--- src/common/pmu_filter_pkg.sv ---
// Constants and carrier types for the monitor filter register bank.
// Assumes one clock domain; every user imports the whole package.
package pmu_filter_pkg;

    // Privilege level code
    typedef logic [1:0] priv_t;
    localparam priv_t PL0 = 2'h0;
    localparam priv_t PL1 = 2'h1;
    localparam priv_t PL2 = 2'h2;
    localparam priv_t PL3 = 2'h3;

    // Coprocessor encoding shared by all bank registers
    localparam logic [3:0] COPROC_NUM = 4'hF;
    localparam logic [2:0] OPC1_NUM   = 3'h0;
    localparam logic [3:0] CRN_CFG    = 4'hE;
    // Cycle filter direct encoding
    localparam logic [3:0] CRM_CYC    = 4'hF;
    localparam logic [2:0] OPC2_CYC   = 3'h7;
    // Event-type direct encoding, top bits of CRm
    localparam logic [1:0] CRM_EVT_HI = 2'h3;
    // Indirect window encoding
    localparam logic [3:0] CRN_WIN    = 4'h9;
    localparam logic [3:0] CRM_WIN    = 4'hD;
    localparam logic [2:0] OPC2_WIN   = 3'h1;
    // Selector value that aliases the cycle filter
    localparam logic [4:0] SEL_CYCLE  = 5'h1F;

    // Trap syndrome for coprocessor accesses
    localparam logic [5:0] SYND_TRAP  = 6'h03;
    // Cycles from request edge to answer
    localparam int ANSWER_CYCLES = 1;

    // Field positions
    localparam int BIT_P   = 31;
    localparam int BIT_U   = 30;
    localparam int BIT_NS_KERN = 29;
    localparam int BIT_NS_USER = 28;
    localparam int BIT_HYP     = 27;
    localparam int BIT_MTHR    = 25;
    localparam int BIT_REALM_U = 21;
    localparam int EVT_NUM_W = 10;

    // Storable field masks and the reserved-bit mask
    localparam logic [31:0] MASK_PU   = 32'hC000_0000;
    localparam logic [31:0] MASK_EVT  = 32'h0000_03FF;
    localparam logic [31:0] MASK_NS   = 32'h3000_0000;
    localparam logic [31:0] MASK_HYP  = 32'h0800_0000;
    localparam logic [31:0] MASK_MTHR    = 32'h0200_0000;
    localparam logic [31:0] MASK_REALM_U = 32'h0020_0000;
    localparam logic [31:0] MASK_RSVD = 32'h05C0_0000;

    // Values after reset
    localparam logic [31:0] EVT_RESET = 32'h0000_0000;
    localparam logic [31:0] CYC_RESET = 32'h0000_0000;

    // Outcome of the access checks
    typedef enum {OUT_ACCESS, OUT_UNDEF, OUT_TRAP} outcome_e;

    // Coprocessor access request
    typedef struct packed {
        logic        valid;
        logic        write;
        logic [3:0]  coproc;
        logic [2:0]  opc1;
        logic [3:0]  crn;
        logic [3:0]  crm;
        logic [2:0]  opc2;
        logic [31:0] wdata;
    } acc_req_s;

    // Answer to an access
    typedef struct packed {
        logic        done;
        logic        undef;
        logic        trap;
        priv_t       target;
        logic [5:0]  syndrome;
        logic [31:0] rdata;
    } acc_resp_s;

    // Trap controls held elsewhere in the processor
    typedef struct packed {
        priv_t      level;
        logic       halted;
        logic       secure_debug_disabled;
        logic       user_access_enable;
        logic       lvl2_enabled;
        logic       host_hyp_mode;
        logic       trap_general_exceptions;
        logic       hyp_monitor_trap;
        logic       secure_monitor_trap;
        logic       fine_grain_trap_enable;
        logic       fg_read_cyc;
        logic       fg_write_cyc;
        logic       fg_read_evt;
        logic       fg_write_evt;
        logic [4:0] counter_select_field;
    } trap_ctrl_s;

    // Context of the event being counted
    typedef struct packed {
        priv_t level;
        logic  nonsecure;
        logic  realm;
        logic  mthread_enable;
    } exec_ctx_s;

endpackage

--- src/logic/evt_filter_eval.sv ---
// Filter evaluation for one event-type or cycle filter value.
// Assumes the value is already masked to implemented fields.
`timescale 1ns/1ps
module evt_filter_eval
    import pmu_filter_pkg::*;
#(
    parameter bit HAS_LVL2  = 1'b1,
    parameter bit HAS_LVL3  = 1'b1,
    parameter bit HAS_REALM = 1'b1,
    parameter bit HAS_MTHR  = 1'b1
)(
    // Filter value and counting context
    input  wire logic [31:0]          cfg_in,
    input  wire exec_ctx_s            ctx_in,
    // Results
    output logic                      count_ok_out,
    output logic                      any_pe_out,
    output logic [EVT_NUM_W-1:0]      event_num_out
);

    // Level filter decision
    always_comb begin
        unique case (ctx_in.level)
            PL0: begin
                // Realm user filter must match plain user filter
                if (HAS_REALM && ctx_in.realm) begin
                    count_ok_out = cfg_in[BIT_REALM_U] == cfg_in[BIT_U];
                end else if (HAS_LVL3 && ctx_in.nonsecure) begin
                    count_ok_out = cfg_in[BIT_NS_USER] == cfg_in[BIT_U];
                end else begin
                    count_ok_out = !cfg_in[BIT_U];
                end
            end
            PL1: begin
                // Nonsecure kernel filter must match privileged
                if (HAS_LVL3 && ctx_in.nonsecure) begin
                    count_ok_out = cfg_in[BIT_NS_KERN] == cfg_in[BIT_P];
                end else begin
                    count_ok_out = !cfg_in[BIT_P];
                end
            end
            // Hyp level counts only when enabled
            PL2: count_ok_out = HAS_LVL2 && cfg_in[BIT_HYP];
            // Top level follows the privileged filter
            PL3: count_ok_out = !cfg_in[BIT_P];
        endcase
    end

    // Shared-affinity counting only when feature enabled
    assign any_pe_out = HAS_MTHR && ctx_in.mthread_enable
                        && cfg_in[BIT_MTHR];

    // Event number passes straight through
    assign event_num_out = cfg_in[EVT_NUM_W-1:0];

endmodule

--- src/logic/pmu_event_filter_config.sv ---
// Monitor filter register bank: cycle filter, event-type registers.
// Assumes requests are synchronous to clk_in and controls are stable.
// Function
// - Selector all-ones aliases cycle filter through window
// - Cycle filter decodes at fixed coprocessor encoding
// - User access disabled traps to level two or one
// - Halted secure-debug monitor trap at level zero is undefined first
// - Fine-grain read bit traps reads to level two
// - Fine-grain write bit traps writes to level two
// - Hyp monitor trap sends access to level two
// - Secure monitor trap: undefined halted with secure debug disabled, else level three
// - One event-type register per counter, zero to thirty
// - Registers absent without both features: undefined
// - Privileged filter bit gates level one counting
// - User filter bit gates level zero counting
// - Nonsecure kernel bit must equal privileged bit
// - Nonsecure user bit must equal user bit
// - Hyp filter bit set enables level two counting
// - Multithread bit widens counting to sibling elements
// - Disabled multithread feature forces the bit off
// - Warm reset leaves filter fields with no defined value; here reset loads them with zero
// - Realm user filter also controls realm level zero
// - Realm level zero counts when realm bit equals user
// - Low ten bits select the counted event number
`timescale 1ns/1ps
module pmu_event_filter_config
    import pmu_filter_pkg::*;
#(
    parameter int NUM_COUNTERS = 31,
    parameter bit HAS_AA32     = 1'b1,
    parameter bit HAS_PMU      = 1'b1,
    parameter bit HAS_LVL2     = 1'b1,
    parameter bit HAS_LVL3     = 1'b1,
    parameter bit HAS_FGT      = 1'b1,
    parameter bit HAS_MTHR     = 1'b1,
    parameter bit HAS_REALM    = 1'b1,
    parameter bit DBG_PRIO_OPT = 1'b1
)(
    // Clock and reset
    input  wire logic                 clk_in,
    input  wire logic                 rstn_in,
    // Access request, trap controls, answer
    input  wire acc_req_s             req_in,
    input  wire trap_ctrl_s           ctrl_in,
    output acc_resp_s                 resp_out,
    // Counting context
    input  wire exec_ctx_s            ctx_in,
    // Filter results per event counter
    output logic [NUM_COUNTERS-1:0]   count_ok_out,
    output logic [NUM_COUNTERS-1:0]   any_pe_out,
    output logic [NUM_COUNTERS-1:0][EVT_NUM_W-1:0] event_num_out,
    // Filter result for the cycle counter
    output logic                      cycle_ok_out
);

    // Counter count must fit the five-bit index
    if (NUM_COUNTERS < 1 || NUM_COUNTERS > 31) begin : g_bad_num
        $error("NUM_COUNTERS must lie in 1 to 31");
    end

    // Bank present only with both features
    localparam bit PRESENT = HAS_AA32 && HAS_PMU;
    // Storable bits of an event-type register
    localparam logic [31:0] EVT_MASK = MASK_PU | MASK_EVT
        | (HAS_LVL3 ? MASK_NS : 32'h0000_0000)
        | (HAS_LVL2 ? MASK_HYP : 32'h0000_0000)
        | (HAS_MTHR ? MASK_MTHR : 32'h0000_0000)
        | (HAS_REALM ? MASK_REALM_U : 32'h0000_0000);
    // Storable bits of the cycle filter
    localparam logic [31:0] CYC_MASK = EVT_MASK & ~MASK_EVT & ~MASK_MTHR;

    // Whole module state
    typedef struct packed {
        logic [NUM_COUNTERS-1:0][31:0] evt;
        logic [31:0]                   cyc;
        acc_resp_s                     resp;
    } state_s;

    state_s   state_q;      // Registered state
    state_s   state_d;      // Next state

    // Decode and check signals
    logic     base_hit;     // Coprocessor and opc1 match
    logic     cyc_direct;   // Direct cycle filter encoding
    logic     evt_direct;   // Direct event-type encoding
    logic     win_hit;      // Indirect window encoding
    logic [4:0] idx;        // Selected register index
    logic     tgt_cyc;      // Access lands on cycle filter
    logic     tgt_evt;      // Access lands on event-type
    logic     idx_bad;      // Index beyond implemented counters
    logic     lvl2_on;      // Level two present and enabled
    logic     fg_bit;       // Fine-grain bit for this access
    logic     fg_trap;      // Fine-grain trap fires
    logic     dbg_undef;    // Halted priority undefined case
    outcome_e outcome;      // Result of the checks
    priv_t    target;       // Trap target level

    // Encoding decode
    always_comb begin
        base_hit   = req_in.valid && req_in.coproc == COPROC_NUM
                     && req_in.opc1 == OPC1_NUM;
        cyc_direct = base_hit && req_in.crn == CRN_CFG
                     && req_in.crm == CRM_CYC
                     && req_in.opc2 == OPC2_CYC;
        evt_direct = base_hit && req_in.crn == CRN_CFG
                     && req_in.crm[3:2] == CRM_EVT_HI && !cyc_direct;
        win_hit    = base_hit && req_in.crn == CRN_WIN
                     && req_in.crm == CRM_WIN
                     && req_in.opc2 == OPC2_WIN;
        // Window uses selector, direct uses CRm and opc2
        if (win_hit) begin
            idx = ctrl_in.counter_select_field;
        end else begin
            idx = {req_in.crm[1:0], req_in.opc2};
        end
        tgt_cyc = cyc_direct
                  || (win_hit && idx == SEL_CYCLE);
        tgt_evt = !tgt_cyc && (evt_direct || win_hit);
        idx_bad = tgt_evt && idx >= 5'(NUM_COUNTERS);
    end

    // Trap and undefined checks in priority order
    always_comb begin
        lvl2_on   = HAS_LVL2 && ctrl_in.lvl2_enabled;
        // Pick the fine-grain bit by register and direction
        if (tgt_cyc) begin
            fg_bit = req_in.write ? ctrl_in.fg_write_cyc
                                  : ctrl_in.fg_read_cyc;
        end else begin
            fg_bit = req_in.write ? ctrl_in.fg_write_evt
                                  : ctrl_in.fg_read_evt;
        end
        fg_trap   = lvl2_on
                    && !(ctrl_in.host_hyp_mode
                         && ctrl_in.trap_general_exceptions)
                    && HAS_FGT
                    && (!HAS_LVL3 || ctrl_in.fine_grain_trap_enable)
                    && fg_bit;
        dbg_undef = ctrl_in.halted && HAS_LVL3
                    && ctrl_in.secure_debug_disabled && DBG_PRIO_OPT
                    && ctrl_in.secure_monitor_trap;
        outcome   = OUT_ACCESS;
        target    = PL1;
        if (!PRESENT || idx_bad) begin
            // Absent bank or unimplemented counter
            outcome = OUT_UNDEF;
        end else if (ctrl_in.level == PL0 && dbg_undef) begin
            // Halted debug case wins over all but absent bank or unimplemented counter
            outcome = OUT_UNDEF;
        end else if (ctrl_in.level == PL0
                     && !ctrl_in.user_access_enable) begin
            // User access disabled
            outcome = OUT_TRAP;
            if (lvl2_on && ctrl_in.trap_general_exceptions) begin
                target = PL2;
            end
        end else if (fg_trap) begin
            // Fine-grain trap
            outcome = OUT_TRAP;
            target  = PL2;
        end else if (lvl2_on && ctrl_in.hyp_monitor_trap) begin
            // Hyp monitor trap
            outcome = OUT_TRAP;
            target  = PL2;
        end else if (HAS_LVL3 && ctrl_in.secure_monitor_trap) begin
            // Secure monitor trap
            if (ctrl_in.halted && ctrl_in.secure_debug_disabled) begin
                outcome = OUT_UNDEF;
            end else begin
                outcome = OUT_TRAP;
                target  = PL3;
            end
        end
    end

    // Next-state logic
    always_comb begin
        state_d      = state_q;
        // Answer is a one-cycle pulse
        state_d.resp = '0;
        if (tgt_cyc || tgt_evt) begin
            state_d.resp.done = 1'b1;
            unique case (outcome)
                OUT_UNDEF: state_d.resp.undef = 1'b1;
                OUT_TRAP: begin
                    state_d.resp.trap     = 1'b1;
                    state_d.resp.target   = target;
                    state_d.resp.syndrome = SYND_TRAP;
                end
                OUT_ACCESS: begin
                    // Read returns, write stores masked value
                    if (tgt_cyc && req_in.write) begin
                        state_d.cyc = req_in.wdata & CYC_MASK;
                    end else if (tgt_cyc) begin
                        state_d.resp.rdata = state_q.cyc;
                    end else if (req_in.write) begin
                        state_d.evt[idx] = req_in.wdata
                                           & EVT_MASK;
                    end else begin
                        state_d.resp.rdata = state_q.evt[idx];
                    end
                end
            endcase
        end
    end

    // State register; reset loads EVT_RESET and CYC_RESET into the filter fields
    always_ff @(posedge clk_in or negedge rstn_in) begin
        if (!rstn_in) begin
            state_q.evt  <= {NUM_COUNTERS{EVT_RESET}};
            state_q.cyc  <= CYC_RESET;
            state_q.resp <= '0;
        end else begin
            state_q <= state_d;
        end
    end

    assign resp_out = state_q.resp;

    // One filter evaluator per event counter
    for (genvar i = 0; i < NUM_COUNTERS; i++) begin : g_evt
        evt_filter_eval #(
            .HAS_LVL2  (HAS_LVL2),
            .HAS_LVL3  (HAS_LVL3),
            .HAS_REALM (HAS_REALM),
            .HAS_MTHR  (HAS_MTHR)
        ) u_eval (
            .cfg_in        (state_q.evt[i]),
            .ctx_in        (ctx_in),
            .count_ok_out  (count_ok_out[i]),
            .any_pe_out    (any_pe_out[i]),
            .event_num_out (event_num_out[i])
        );
    end

    // Cycle filter evaluator, no multithread bit
    evt_filter_eval #(
        .HAS_LVL2  (HAS_LVL2),
        .HAS_LVL3  (HAS_LVL3),
        .HAS_REALM (HAS_REALM),
        .HAS_MTHR  (1'b0)
    ) u_cyc_eval (
        .cfg_in        (state_q.cyc),
        .ctx_in        (ctx_in),
        .count_ok_out  (cycle_ok_out),
        .any_pe_out    (),
        .event_num_out ()
    );

    // Checks on the answer and state
    absent_undef_a: assert property (
        @(posedge clk_in) disable iff (!rstn_in)
        (!PRESENT && (tgt_cyc || tgt_evt))
        |=> resp_out.done && resp_out.undef && !resp_out.trap)
        else $error("absent bank access not undefined");

    user_trap_a: assert property (
        @(posedge clk_in) disable iff (!rstn_in)
        (PRESENT && tgt_cyc && ctrl_in.level == PL0 && !dbg_undef
         && !ctrl_in.user_access_enable)
        |=> resp_out.trap && resp_out.syndrome == 6'h03
            && resp_out.target == ($past(lvl2_on
                && ctrl_in.trap_general_exceptions) ? PL2 : PL1))
        else $error("user access trap wrong");

    debug_undef_a: assert property (
        @(posedge clk_in) disable iff (!rstn_in)
        (PRESENT && !idx_bad && (tgt_cyc || tgt_evt)
         && ctrl_in.level == PL0 && dbg_undef)
        |=> resp_out.undef && !resp_out.trap)
        else $error("halted debug access not undefined");

    fg_read_a: assert property (
        @(posedge clk_in) disable iff (!rstn_in)
        (PRESENT && tgt_cyc && !req_in.write && ctrl_in.level == PL1
         && lvl2_on && HAS_FGT && ctrl_in.fine_grain_trap_enable
         && !ctrl_in.host_hyp_mode && ctrl_in.fg_read_cyc)
        |=> resp_out.trap && resp_out.target == PL2
            && resp_out.syndrome == 6'h03)
        else $error("fine-grain read trap missing");

    fg_write_a: assert property (
        @(posedge clk_in) disable iff (!rstn_in)
        (PRESENT && tgt_cyc && req_in.write && ctrl_in.level == PL1
         && lvl2_on && HAS_FGT && ctrl_in.fine_grain_trap_enable
         && !ctrl_in.host_hyp_mode && ctrl_in.fg_write_cyc)
        |=> resp_out.trap && resp_out.target == PL2
            && $stable(state_q.cyc))
        else $error("fine-grain write trap missing");

    hyp_trap_a: assert property (
        @(posedge clk_in) disable iff (!rstn_in)
        (PRESENT && tgt_cyc && ctrl_in.level == PL1 && !fg_trap
         && lvl2_on && ctrl_in.hyp_monitor_trap)
        |=> resp_out.trap && resp_out.target == PL2)
        else $error("hyp monitor trap missing");

    mon_trap_a: assert property (
        @(posedge clk_in) disable iff (!rstn_in)
        (PRESENT && tgt_cyc && ctrl_in.level == PL1 && !fg_trap
         && !(lvl2_on && ctrl_in.hyp_monitor_trap) && HAS_LVL3
         && ctrl_in.secure_monitor_trap && !ctrl_in.halted)
        |=> resp_out.trap && resp_out.target == PL3)
        else $error("secure monitor trap missing");

    window_alias_a: assert property (
        @(posedge clk_in) disable iff (!rstn_in)
        (win_hit && ctrl_in.counter_select_field == 5'h1F
         && req_in.write && outcome == OUT_ACCESS)
        |=> state_q.cyc == ($past(req_in.wdata) & CYC_MASK))
        else $error("window alias write lost");

    reserved_zero_a: assert property (
        @(posedge clk_in) disable iff (!rstn_in)
        (tgt_evt && req_in.write && outcome == OUT_ACCESS)
        |=> (state_q.evt[$past(idx)] & MASK_RSVD) == 32'h0000_0000)
        else $error("reserved bits stored");

    multithread_off_a: assert property (
        @(posedge clk_in) disable iff (!rstn_in)
        !ctx_in.mthread_enable |-> any_pe_out == '0)
        else $error("disabled multithread bit honoured");

endmodule

--- config.mk ---
export PLATFORM = sky130hd
export DESIGN_NAME = pmu_event_filter_config
export DESIGN_NICKNAME = d
export VERILOG_FILES = /design/src/common/pmu_filter_pkg.sv /design/src/logic/evt_filter_eval.sv /design/src/logic/pmu_event_filter_config.sv
export SDC_FILE = /design/constraint.sdc
export NUM_CORES = 1
export LEC_CHECK = 0
export BUFFER_PORTS_ARGS = -buffer_cell sky130_fd_sc_hd__buf_4
export CORE_UTILIZATION = 45
export CTS_CLUSTER_DIAMETER = 40
export DETAILED_ROUTE_END_ITERATION = 10
export PLACE_DENSITY = 0.68
export SYNTH_ARGS = -nofsm -noshare
export SYNTH_HDL_FRONTEND = slang
export SYNTH_SLANG_ARGS = --single-unit
--- constraint.sdc ---
create_clock -name clk_in -period 2 [get_ports clk_in]
set_input_delay 0.4 -clock clk_in [delete_from_list [all_inputs] [get_ports clk_in]]
set_output_delay 0.4 -clock clk_in [all_outputs]
set_load 0.05 [all_outputs]
==> run summary <==
The half-perimeter wire length of the detailed placement result came out at between 80 and 90 mm. Yosys mapped a number of flops with a built-in enable equal to 0. The routed layout has roughly 26,000 vias. STA classifies the critical path startpoint as an input port. The clock tree root buffer cell is clkbuf_16. In the synthesized netlist the dominant register cell turns out to be dfrtp_1. The average routed wire per standard cell came out at 29.8 um.

The clock latency of the later-clocked register in the worst-skew pair came out at between 0.6 and 0.7 ns. TritonCTS built the clock tree. In this run, the number of DRC markers left after iteration 0 of detailed routing was between 3,000 and 4,000. Of the available clock period, the critical path in the final layout requires 1.38. Counting along the longest clock path gives a buffer depth of 3. The peak ir drop on the vdd network is approximately 0.6 mV.

The final net count came out at between 3,000 and 4,000. For this configuration, the core starts out at a cell density of 0.458. The sequential element share of the synthesized area is 0.450. The overall die height is ~260 um. The clock skew came out at 0.0367 ns. The path class of the lowest-slack min-delay path is in2reg. The total setup violations reported at the end of the flow is 586. The number of global-route vias before repair is between 20,000 and 30,000. The number of antenna violations at the first check in global routing is 0. Setup repair after global routing could not meet its margin everywhere. The top fanout value on the critical path is 6.

Measured against its own limit, the worst slew margin works out to 0.624. The minimum period implied by the final worst setup slack is about 2.8 ns. The placed instances occupy a cell area of approximately 35,000 um2. The maximum number of pins on one net before global-route repair is 98. The share of the core filled with cells is 0.622. The total of max-cap violations came out at 0. The number of synthesis warnings came out at 0. On the final layout, the worst hold slack is approximately 0.12 ns.

After technology mapping, the gate count stands at 2,995. The non-filler instance count after layout is roughly 4,300. The endpoint arrival time on the critical path is ~3.3 ns. The standard cell core area is roughly 68,000 um2.

The synthesized area divided by synthesized cell count is 10.3 um2. The checks that failed: negative setup slack. The area of the mapped netlist is 30,900 um2. The reported leakage power came out at 0.0203 uW. The die extent in x came out at about 260 um.

The power per cell area came out at 719 nW/um2. The run finished, with violations left. The setup slack of the critical path after layout came out at -0.751 ns.

For this run, asynchronously set or reset flops after synthesis account for 1.00. The total placed cells including tap cells is between 4,000 and 5,000. The max-slew violation total from the final report came out at 0. The relative area change from synthesis to final layout is 35.9%. The post-synthesis cell type count came out at 63. The final-layout fill cell count is roughly 5,200. The number of buffers created by CTS came out at 92. The maximum clock frequency came out at 0.363 GHz. The classification of the worst setup path is in2reg. The wire length of the first global-routing pass came out at ~170 mm. The largest total area in the synthesized netlist belongs to dfrtp_1. For this run the aggregate overflow at the end of global routing stands at 0. The actual slew at the worst max-slew pin is ~0.56 ns. The setup slack at placement is -1.80 ns. The depth of the CTS H-tree came out at 3. The number of antenna-violating nets in the routed design is 0. After detailed routing, the number of remaining DRC violations is 0. Once layout is done, the placed cells without fillers occupy around 42,000 um2. The most repeated cell in the gate-level netlist after synthesis is dfrtp_1. The clock-pin slew on the worst setup and hold paths is ~0.05 ns. Counting instances, the worst hold path has a depth of 3. The share of layout cells above drive strength 1 is 0.509. The final number of hold-violating endpoints is 0.

Yosys attributes the largest share of cell area to dfrtp_1 45%, mux2_2 17%, buf_4 10%. The sum of routed wire length over all layers came out at ~130 mm. In this run the tool buffered the top-level ports with 460 buffer cells. The synthesis-stage register bit count came out at 555. For the worst setup path, the data required time is between 2 and 3 ns. The placement row count came out at 95.

The path depth of the worst reg2reg path came out at 6. In the synthesized netlist, the cells that appear most often are 555 x dfrtp_1, 531 x nand2_1, 455 x mux2_2, 418 x buf_4, 183 x nand3_1. The number of iterations in the first detailed-routing pass is 6. CTS saw about 560 sinks. The placer congestion estimate is 0.937.

The all-layer global routing usage came out at 0.336. For this design the top-level I/O count stands at between 400 and 500. The average via count per standard cell came out at 6.05. STA classifies the critical path endpoint as a register.

The proportion of netlist area held by the largest area contributor is 0.450. The die covers between 60,000 and 70,000 um2.
area by class of cell:
cell class                 instances  area, um2  share of cell area
antenna                            1       2.50           0.0000596
timing repair buffer             843       8240               0.196
clock inverter                    54        602              0.0143
sequential                       555      13900               0.331
tap                              873       1090              0.0260
clock buffer                     112       2530              0.0602
inverter                           2       7.51            0.000179
multi-input combinational       1827      15600               0.372
critical path: stages:
cell	delay (ns)
buf_6	0.09
nand4bb_4	0.29
or4_4	0.59
nor3_4	0.20
or3_4	0.17
o2111a_2	0.20
buf_12	0.15
buf_6	0.11
nand4_4	0.10
buf_6	0.14
nor2_4	0.26
clkbuf_16	0.23
mux2_4	0.30
worst paths after layout:
path	startpoint	slack, ns	end
max in group asynchronous	rstn_in	0.92	state_q[561]
worst min register to register	state_q[552]	0.51	state_q[552]
min in group asynchronous	rstn_in	0.25	state_q[947]
worst min-delay path	ctrl_in[15]	0.12	resp_out[38]
worst max-delay path	req_in[43]	-0.75	state_q[338]
worst max register to register	state_q[170]	0.22	resp_out[31]
state kept, by name, summed over array words and instances (netlist names):
register / flops
resp_out: 22
state_q: 533
metal layers:
metal,GRT usage,up-vias,part of all wire
met4,0.173,0,0.057
met3,0.0778,398,0.10
li1,-,10534,-
met2,0.516,1701,0.45
met5,0,-,0
met1,0.444,13169,0.39
cell families after synthesis:
kind of cell | count (synthesis) | synth area share
simple gates | 886 | 0.134
flops | 555 | 0.450
buf+inv | 631 | 0.131
compound gates | 286 | 0.0583
mux | 572 | 0.209
other cells | 1 | 0.000121
xor+xnor | 64 | 0.0181
through the flow:
step / power [uW] / setup TNS [ns]
after floorplan: 12500 / -552.28
after global placement: 13700 / -906.32
after detailed placement: 13700 / -892.76
after CTS: 30000 / -324.20
after global routing: 30900 / -369.60
final: 30200 / -352.66
report_power, final:
part	switching, uW	internal (uW)	total [uW]	leakage [uW]
registers	0.221	11200	11200	0.00776
clock network	6080	10100	16200	0.00152
logic	1850	919	2770	0.0110
total	7930	22300	30200	0.0203
layout by cell type (no fill, tap or decap), types with 12 or more instances in the layout:
| cell | Yosys | final |
|---|---|---|
| buf_4 | 418 | 655 |
| dfrtp_1 | 555 | 555 |
| nand2_1 | 531 | 519 |
| mux2_4 | 0 | 367 |
| mux2_2 | 455 | 162 |
| nand3_1 | 183 | 149 |
| clkbuf_16 | 0 | 110 |
| buf_12 | 0 | 86 |
| a21oi_1 | 111 | 81 |
| xor2_1 | 64 | 64 |
| buf_6 | 8 | 54 |
| mux2i_1 | 33 | 33 |
| o21ai_0 | 44 | 33 |
| and2_1 | 33 | 33 |
| a22oi_1 | 33 | 31 |
| nor2_4 | 0 | 22 |
| nand3_2 | 0 | 22 |
| buf_8 | 0 | 22 |
| conb_1 | 1 | 19 |
| and3_1 | 20 | 18 |
| a31oi_1 | 20 | 18 |
| o22ai_1 | 19 | 17 |
| a21oi_2 | 0 | 17 |
| nor2_1 | 21 | 16 |
| inv_6 | 0 | 15 |
| a21oi_4 | 0 | 13 |
| clkbuf_8 | 0 | 13 |
| nand3_4 | 0 | 12 |
repair_timing:
item                       in CTS  in global routing
setup endpoints to repair     586                586
pin swaps                      37                 58
gates cloned                    9                 20
hold buffers                    1                  0
hold endpoints to repair       34                  0
setup buffers                  29                 37
gates resized for setup       200                517
Power figures use the tool's default switching activity.
